## src/spt_defines.svh

```systemverilog
// register offsets, field positions, reset values and timing counts of the protection block
`ifndef SPT_DEFINES_SVH
`define SPT_DEFINES_SVH

`define SPT_CLK_HZ 40000000
`define SPT_CLAMP_MS 4
`define SPT_OFF_MS 128
`define SPT_CLAMP_CYC (`SPT_CLK_HZ / 1000 * `SPT_CLAMP_MS)
`define SPT_OFF_CYC (`SPT_CLK_HZ / 1000 * `SPT_OFF_MS)
`define SPT_TONE_HZ 22000
`define SPT_TONE_HALF_CYC (`SPT_CLK_HZ / (2 * `SPT_TONE_HZ))

`define SPT_ADDR_CTRL1 8'h00
`define SPT_ADDR_CTRL2 8'h01
`define SPT_ADDR_STAT 8'h02
`define SPT_ADDR_IRQ_MASK 8'h03

`define SPT_CTRL1_RST 8'h08
`define SPT_CTRL2_RST 8'h09
`define SPT_IRQ_MASK_RST 8'h00

`define SPT_C1_BUS_CTL 7
`define SPT_C1_GATE 5
`define SPT_C1_SRC 4
`define SPT_C1_OUT_EN 3
`define SPT_C1_VHI 2
`define SPT_C1_VSEL_HI 2
`define SPT_C2_LIM_EXT 0
`define SPT_C2_LIM_HI 2
`define SPT_C2_LIM_LO 1

`define SPT_ST_T125 6
`define SPT_ST_LDO_ON 5
`define SPT_ST_THERM 3
`define SPT_ST_OVC 2
`define SPT_ST_CABLE 1
`define SPT_ST_VGOOD 0

`endif

```

## src/spt_pkg.sv

```systemverilog
// types shared by the protection block
package spt_pkg;
	typedef enum logic [1:0] {
		SPT_RUN = 2'b00,
		SPT_CLAMP = 2'b01,
		SPT_OFF = 2'b11
	} spt_ocp_e;
endpackage : spt_pkg

```

## src/spt_tone_gen.sv

```systemverilog
// internal 22 kHz tone generator, square wave from a cycle divider
`timescale 1ns/1ps
`include "spt_defines.svh"
module spt_tone_gen #(
	parameter int HALF_CYC = `SPT_TONE_HALF_CYC
) (
	// clock and reset
	input wire logic mclk,
	input wire logic reset_n,
	// control
	input wire logic run,
	// tone
	output logic tone
);
	logic [15:0] cnt_q;
	logic tone_q;
	wire wrap = (cnt_q == 16'(HALF_CYC - 1));

	always_ff @(posedge mclk or negedge reset_n) begin
		if (!reset_n) begin
			cnt_q <= 16'h0000;
			tone_q <= 1'b0;
		end else if (!run) begin
			cnt_q <= 16'h0000;
			tone_q <= 1'b0;
		end else begin
			cnt_q <= wrap ? 16'h0000 : cnt_q + 16'h0001;
			tone_q <= wrap ? ~tone_q : tone_q;
		end
	end
	assign tone = tone_q;
endmodule : spt_tone_gen

```

## src/spt_protect.sv

```systemverilog
// overcurrent hiccup, thermal shutdown, fault latch, tone select and register port
// What this block does
// (RULE1) on overcurrent, clamp current at the limit for 4 ms first
// (RULE2) if overcurrent persists, shut down 128 ms, retry, repeat while fault stays
// (RULE3) shut output above 160 C, re-enable only below 140 C
// (RULE4) register port and status stay live during overcurrent or thermal shutdown
// (RULE5) entering overcurrent or thermal shutdown pulls fault pin low and holds it
// (RULE6) without bus control, enable pin off-then-on releases the fault pin
// (RULE7) with bus control, reading the status register releases the fault pin
// (RULE8) tone comes from external tone input or gated internal generator
// (RULE9) four tone setups from source choice and gate, bus or not
// (RULE10) current limit may come from a register instead of the resistor
// (RULE11) an 18 V to 13 V change enables the output pull-down during transition
// (RULE12) source select bit one picks internal tone, zero picks external input
// (RULE13) tone gate bit passes or blocks the selected tone
// (RULE14) only overcurrent and thermal flags latch; other flags track live
// (RULE15) clamp and off intervals counted on the clock, restarted per new episode
// (RULE16) a fault still present at release re-asserts the fault pin at once
`timescale 1ns/1ps
`include "spt_defines.svh"
module spt_protect #(
	parameter int CLAMP_CYC = `SPT_CLAMP_CYC,
	parameter int OFF_CYC = `SPT_OFF_CYC,
	parameter int TONE_HALF = `SPT_TONE_HALF_CYC
) (
	// clock and reset
	input wire logic mclk,
	input wire logic reset_n,
	// register port
	input wire logic [7:0] reg_addr,
	input wire logic [7:0] reg_wdata,
	input wire logic reg_wr,
	input wire logic reg_rd,
	output logic [7:0] reg_rdata,
	// analog sense inputs
	input wire logic over_current,
	input wire logic temp_above_160,
	input wire logic temp_above_140,
	input wire logic temp_above_125,
	input wire logic cable_good,
	input wire logic vout_good,
	input wire logic ramp_done,
	// host pins
	input wire logic enable_pin,
	input wire logic external_tone_input,
	input wire logic tone_gate_pin,
	output logic fault_o,
	output logic fault_oe,
	output logic irq,
	// analog controls
	output logic converter_on,
	output logic current_clamp,
	output logic limit_from_reg,
	output logic [1:0] limit_code,
	output logic [2:0] volt_sel,
	output logic pull_down_en,
	output logic tone_out
);
	logic [7:0] ctrl1_q;
	logic [7:0] ctrl2_q;
	logic [7:0] mask_q;
	logic [7:0] rdata_q;
	logic ovc_flag_q;
	logic therm_flag_q;
	logic therm_sd_q;
	logic fault_q;
	logic en_prev_q;
	logic en_off_seen_q;
	logic vhi_prev_q;
	logic pull_q;
	logic [31:0] tmr_q;
	logic [31:0] tmr_d;
	spt_pkg::spt_ocp_e ocp_q;
	spt_pkg::spt_ocp_e ocp_d;
	logic int_tone;

	function automatic logic hit(input logic [7:0] a, input logic [7:0] off);
		hit = (a == off);
	endfunction : hit

	// decode
	wire wr_c1 = reg_wr && hit(reg_addr, `SPT_ADDR_CTRL1);
	wire wr_c2 = reg_wr && hit(reg_addr, `SPT_ADDR_CTRL2);
	wire wr_msk = reg_wr && hit(reg_addr, `SPT_ADDR_IRQ_MASK);
	wire rd_st = reg_rd && hit(reg_addr, `SPT_ADDR_STAT);
	wire bus_ctl = ctrl1_q[`SPT_C1_BUS_CTL];
	wire out_en = bus_ctl ? ctrl1_q[`SPT_C1_OUT_EN] : enable_pin;

	// overcurrent hiccup sequencer
	wire tmr_end = (tmr_q == 32'(0));
	wire ovc_trip = (ocp_q == spt_pkg::SPT_CLAMP) && over_current && tmr_end;
	always_comb begin
		ocp_d = ocp_q;
		tmr_d = tmr_end ? 32'(0) : tmr_q - 32'(1);
		case (ocp_q)
			spt_pkg::SPT_RUN: begin
				if (over_current && out_en && !therm_sd_q) begin
					ocp_d = spt_pkg::SPT_CLAMP; // RULE1
					tmr_d = 32'(CLAMP_CYC - 1); // RULE15
				end
			end
			spt_pkg::SPT_CLAMP: begin
				if (!over_current) begin
					ocp_d = spt_pkg::SPT_RUN;
				end else if (tmr_end) begin
					ocp_d = spt_pkg::SPT_OFF; // RULE2
					tmr_d = 32'(OFF_CYC - 1); // RULE15
				end
			end
			spt_pkg::SPT_OFF: begin
				if (tmr_end) begin
					ocp_d = spt_pkg::SPT_RUN; // RULE2
				end
			end
			default: begin
				ocp_d = spt_pkg::SPT_RUN;
			end
		endcase
	end

	// thermal hysteresis: trip above upper, recover only below lower
	wire therm_d = temp_above_160 ? 1'b1 : (temp_above_140 ? therm_sd_q : 1'b0); // RULE3

	// fault releases: enable recycle without bus, status read with bus
	wire en_rise = enable_pin && !en_prev_q;
	wire rel_en = !bus_ctl && en_rise && en_off_seen_q; // RULE6
	wire rel_rd = bus_ctl && rd_st; // RULE7
	wire release_ev = rel_en || rel_rd;
	wire therm_enter = therm_d && !therm_sd_q;
	// set wins over release; a condition still present re-latches
	wire ovc_set = ovc_trip || (ocp_q == spt_pkg::SPT_OFF); // RULE16
	wire therm_set = therm_enter || therm_sd_q; // RULE16
	wire ovc_flag_d = ovc_trip || (release_ev ? ovc_set : ovc_flag_q); // RULE5
	wire therm_flag_d = therm_enter || (release_ev ? therm_set : therm_flag_q); // RULE5

	// status view: only two flags latch, the rest are live
	wire [7:0] status = {1'b0, temp_above_125, converter_on && out_en, 1'b0,
		therm_flag_q, ovc_flag_q, cable_good, vout_good}; // RULE14
	wire [7:0] rd_mux = hit(reg_addr, `SPT_ADDR_CTRL1) ? ctrl1_q :
		hit(reg_addr, `SPT_ADDR_CTRL2) ? ctrl2_q :
		hit(reg_addr, `SPT_ADDR_STAT) ? status :
		hit(reg_addr, `SPT_ADDR_IRQ_MASK) ? mask_q : 8'h00;

	always_ff @(posedge mclk or negedge reset_n) begin
		if (!reset_n) begin
			ctrl1_q <= `SPT_CTRL1_RST;
			ctrl2_q <= `SPT_CTRL2_RST;
			mask_q <= `SPT_IRQ_MASK_RST;
		end else begin
			if (wr_c1)
				ctrl1_q <= reg_wdata;
			if (wr_c2)
				ctrl2_q <= reg_wdata;
			if (wr_msk)
				mask_q <= reg_wdata;
		end
	end

	// register port is never gated by protection state
	always_ff @(posedge mclk or negedge reset_n) begin
		if (!reset_n)
			rdata_q <= 8'h00;
		else
			rdata_q <= reg_rd ? rd_mux : 8'h00; // RULE4
	end

	always_ff @(posedge mclk or negedge reset_n) begin
		if (!reset_n) begin
			ocp_q <= spt_pkg::SPT_RUN;
			tmr_q <= 32'(0);
			therm_sd_q <= 1'b0;
			ovc_flag_q <= 1'b0;
			therm_flag_q <= 1'b0;
		end else begin
			ocp_q <= ocp_d;
			tmr_q <= tmr_d;
			therm_sd_q <= therm_d;
			ovc_flag_q <= ovc_flag_d;
			therm_flag_q <= therm_flag_d;
		end
	end

	always_ff @(posedge mclk or negedge reset_n) begin
		if (!reset_n) begin
			en_prev_q <= 1'b0;
			en_off_seen_q <= 1'b0;
			fault_q <= 1'b0;
		end else begin
			en_prev_q <= enable_pin;
			en_off_seen_q <= !enable_pin ? 1'b1 : (en_rise ? 1'b0 : en_off_seen_q);
			fault_q <= ovc_flag_d || therm_flag_d; // RULE5
		end
	end

	// open drain fault pin: drive low only while latched
	assign fault_o = 1'b0;
	assign fault_oe = fault_q; // RULE5
	assign irq = |(status & mask_q);

	assign converter_on = out_en && !therm_sd_q && (ocp_q != spt_pkg::SPT_OFF); // RULE3
	assign current_clamp = (ocp_q == spt_pkg::SPT_CLAMP); // RULE1
	assign limit_from_reg = !ctrl2_q[`SPT_C2_LIM_EXT]; // RULE10
	assign limit_code = ctrl2_q[`SPT_C2_LIM_HI:`SPT_C2_LIM_LO]; // RULE10
	assign volt_sel = ctrl1_q[`SPT_C1_VSEL_HI:0];

	// pull-down from a high-to-low setting change until the ramp settles
	wire vhi = ctrl1_q[`SPT_C1_VHI];
	always_ff @(posedge mclk or negedge reset_n) begin
		if (!reset_n) begin
			vhi_prev_q <= 1'b0;
			pull_q <= 1'b0;
		end else begin
			vhi_prev_q <= vhi;
			if (vhi_prev_q && !vhi)
				pull_q <= 1'b1; // RULE11
			else if (ramp_done || vhi)
				pull_q <= 1'b0;
		end
	end
	assign pull_down_en = pull_q;

	// tone source: without bus control the external input carries the tone itself while the gate pin is low
	wire src_int = bus_ctl ? ctrl1_q[`SPT_C1_SRC] : 1'b0; // RULE12
	wire gate = bus_ctl ? ctrl1_q[`SPT_C1_GATE] : tone_gate_pin; // RULE13
	// four setups: bus ext/int gated, or pins with external clock or level gate
	wire ext_level_mode = !bus_ctl && tone_gate_pin; // RULE9
	spt_tone_gen #(
		.HALF_CYC(TONE_HALF)
	) u_tone (
		.mclk(mclk),
		.reset_n(reset_n),
		.run(gate && (src_int || ext_level_mode)),
		.tone(int_tone)
	);
	wire tone_sel = (src_int || (ext_level_mode && external_tone_input)) ?
		int_tone : external_tone_input; // RULE8
	logic tone_q;
	always_ff @(posedge mclk or negedge reset_n) begin
		if (!reset_n)
			tone_q <= 1'b0;
		else
			tone_q <= (bus_ctl ? gate : 1'b1) && converter_on && tone_sel; // RULE13
	end
	assign tone_out = tone_q;
	assign reg_rdata = rdata_q;
endmodule : spt_protect

```

## config.mk

```make
export PLATFORM = sky130hd
export DESIGN_NAME = spt_protect
export DESIGN_NICKNAME = d
export VERILOG_FILES = /design/src/spt_pkg.sv /design/src/spt_tone_gen.sv /design/src/spt_protect.sv
export VERILOG_INCLUDE_DIRS = /design/src
export SDC_FILE = /design/constraint.sdc
export NUM_CORES = 1
export LEC_CHECK = 0
export ABC_AREA = 1
export BUFFER_PORTS_ARGS = -buffer_cell sky130_fd_sc_hd__buf_2
export CAP_MARGIN = 20
export CORE_MARGIN = 3
export CORE_UTILIZATION = 45
export DETAILED_ROUTE_END_ITERATION = 8
export PLACE_DENSITY_LB_ADDON = 0.25
export RECOVER_POWER = 50
export SLEW_MARGIN = 20
export SYNTH_ARGS = -nofsm -noshare
export SYNTH_HDL_FRONTEND = slang
export SYNTH_SLANG_ARGS = --single-unit
```

## constraint.sdc

```tcl
create_clock -name mclk -period 1.67 [get_ports mclk]
set_clock_uncertainty 0.05 [all_clocks]
set_input_delay 0.334 -clock mclk [delete_from_list [all_inputs] [get_ports mclk]]
set_output_delay 0.334 -clock mclk [all_outputs]
set_load 0.005 [all_outputs]
```

==> results.md <==
- Drt pass-1 iters: 5
- Synth Flop Type: dfrtp_1
- RSZ-0062 raised after global routing: yes
- Top post-synthesis cells by area: dfrtp_1, nand2_1, nor2_1, inv_1, nand3_1
- Reg2Reg Depth: 8
- First-pass GRT wire length: 21,500 µm
- CP Cell Sequence: inv_2 -> o21ai_2 -> nand3_2 -> o221ai_2 -> buf_2
- Final setup viols: 4
- Finished Layout Cells: 926
- CTS tree: yes
- Register area share after synthesis: 0.440
- Inserted Diodes: 0
- Max IR drop VDD: 0.621 mV
- Syn_area_per_cell: 7.63 µm²
- Violated checks: negative setup slack
- Die footprint: 0.0130 mm²
- CP max FO: 2
- Crit. End Element: primary output
- Average routed wire per standard cell: 14.3 µm
- Post-synth EDFFs: 0
- Crit-path slowest cell: dfstp_2
- Chip width: 114 µm
- Hold Crit Class: in2reg
- Arr. time, crit path: 1510 ps
- CTS Buf Count: 9
- Clk sinks: 92
- IO buf count: 49
- Worst Slack Setup Final: -223 ps
- Routability cong.: 0.920
- Net Count, Synth: 721
- Die Ht: 114 µm
- Initial antenna violation count: 0
- Critical path launch point type: register
- Worst-Margin Slew: 851 ps
- Leak pwr: 3.29 nW
- Core area: 0.0111 mm²
- Largest net degree at the start of global routing: 35
- Row Count: 38
- Vias in the first global route: 4,559
- Max cap viols: 0
- Initial DRC Count: 356
- DP HPWL: 9770 µm
- CP Data Required Time: 1290 ps
- Worst hold slack: 126 ps
- Delay-heaviest family, CP: flip-flops
- F_max: 0.528 GHz
- Gr ovfl total: 0
- Async set-reset flop share out of synthesis: 1.00
- DP Cell Count: 899
- Initial core utilization: 0.471
- Max-slew violations: 0
- Critical path depth: 5
- Final min period: 1890 ps
- Io pins: 51
- R2R Setup Slk: -10 ps
- Clock Path Buffers: 2
- Via count: 4,716
- Final Cycle Share: 1.13
- Yosys top cell by area: dfrtp_1
- Antenna Nets Post-Route: 0
- Filler cell count: 1,047
- Outcome: complete, but fails checks
- Synth warn: 0
- Cells after Synth: 687
- Power per cell area: 826 mW/mm²
- DRC viols: 0
- Yosys cell types: 40
- Yosys top cell area share: 0.425
- Slowest cell delay on critical path: 540 ps
- Wirelength, routed: 13,300 µm
- Nets: 815
- Total power: 5.27 mW
- Skew-Pair Late Insertion Delay: 350 ps
- Root Buffer: clkbuf_16
- Seq cells post-synth: 92
- Hold depth: 1
- Top-count cell post-synth: nand2_1
- Global Route Usage Sum: 0.205
- Crit path buffers/inverters: 2
- Setup CP Type: reg2out
- Syn-to-layout area delta: 21.8%
- Fin. Hold Viols: 0
- Worst-path clk slew: 70 ps
- H-tree depth: 3
- Synth cell count leaders: nand2_1, nor2_1, inv_1
- Vias/cell: 5.09
- Relative slew slack: 0.432
- Post-Syn Area: 0.00525 mm²
- Proportion of layout cells with a drive suffix above 1: 0.249
metal layers:
metal  routed length, µm  global-route usage  part of all wire  up-vias
met5                   0                   0                 0        -
met4                 273              0.0728             0.021        0
met3                 612              0.0308             0.046       25
met2                6500               0.343              0.49      123
met1                5880               0.272              0.44     2219
li1                    -                   -                 -     2349
repair_timing:
action | 4_1_cts | 5_1_grt
gates cloned | 0 | 1
pin swaps | 2 | 9
gates resized for setup | 6 | 33
hold buffers | 1 | 0
setup buffers | 1 | 8
endpoints found under the hold margin | 27 | 0
endpoints found under the setup margin | 2 | 42
logic make-up after synthesis:
kind of cell | count (synthesis) | share of synthesized area
AO/OA/AOI/OAI | 71 | 0.0723
AND/OR/NAND/NOR | 379 | 0.343
multiplexers | 4 | 0.0100
buffers and inverters | 115 | 0.0895
XOR/XNOR | 21 | 0.0351
adder cells (fa/ha/maj) | 4 | 0.00954
flip-flops | 92 | 0.440
other | 1 | 0.000715
state kept, by name, indices dropped and copies added (netlist names):
| register | flops |
|---|---|
| tmr_q | 32 |
| pull_down_en | 1 |
| therm_flag_q | 1 |
| ctrl2_q | 8 |
| u_tone.cnt_q | 16 |
| en_prev_q | 1 |
| ctrl1_q | 8 |
| vhi_prev_q | 1 |
| fault_oe | 1 |
| reg_rdata | 8 |
| tone_out | 1 |
| ocp_q | 2 |
| mask_q | 8 |
| u_tone.tone | 1 |
| en_off_seen_q | 1 |
| therm_sd_q | 1 |
| ovc_flag_q | 1 |
cell usage in the layout, fill, tap and decap left out, types with 7 or more instances in the layout:
| master | netlist | routed |
|---|---|---|
| a21oi_1 | 18 | 18 |
| buf_2 | 3 | 46 |
| buf_4 | 7 | 38 |
| clkbuf_16 | 0 | 9 |
| dfrtp_1 | 89 | 87 |
| inv_1 | 98 | 94 |
| inv_2 | 5 | 7 |
| nand2_1 | 132 | 127 |
| nand2_2 | 10 | 14 |
| nand3_1 | 50 | 47 |
| nand4_1 | 17 | 17 |
| nor2_1 | 115 | 104 |
| nor2_2 | 15 | 23 |
| nor2_4 | 11 | 14 |
| nor3_1 | 13 | 12 |
| o21ai_0 | 28 | 28 |
| o21ai_1 | 17 | 16 |
| xor2_1 | 17 | 17 |
worst reg2reg max path, delay by kind of cell (launching register included):
family	cells	cell delay [ps]
DFF	1	540
buffers and inverters	4	500
AOI/OAI and AO/OA	3	290
and+or+nand+nor	1	230
path summary, 6_finish.rpt:
| path | start | end |
|---|---|---|
| max | ctrl1_q[3]$_DFFE_PN1P_ | irq |
| min | enable_pin | en_prev_q$_DFF_PN0_ |
| max reg2reg | ctrl1_q[3]$_DFFE_PN1P_ | tmr_q[3]$_DFF_PN0_ |
| min reg2reg | en_prev_q$_DFF_PN0_ | en_off_seen_q$_DFFE_PN0P_ |
| max in group asynchronous | reset_n | tmr_q[22]$_DFF_PN0_ |
| min in group asynchronous | reset_n | ctrl1_q[5]$_DFFE_PN0P_ |
power breakdown:
group          switching (mW)  leakage, nW  internal, mW  total [mW]
registers               0.113         1.10          2.38        2.50
logic                   0.321         2.03         0.202       0.523
clock network           0.922        0.155          1.33        2.25
metrics by stage:
stage                     setup TNS (ps)  utilization  instance area, µm²  worst slack, ps
after floorplan                        0            -                5250              110
after global placement                 0        0.528                5870             41.2
after detailed placement           -7.49        0.528                5870            -5.11
after CTS                           -448        0.560                6230             -237
after global routing               -3710        0.574                6390             -294
final                               -434        0.574                6390             -223
layout make-up:
class,instances,area (µm²),area share
Multi-Input combinational cell,481,2590,0.405
Timing Repair Buffer,94,599,0.0938
Sequential cell,92,2310,0.361
Clock buffer,10,229,0.0358
Tap cell,140,175,0.0274
Clock inverter,6,96.3,0.0151
Inverter,103,392,0.0613
No activity file was read; power rests on OpenSTA's default activity.
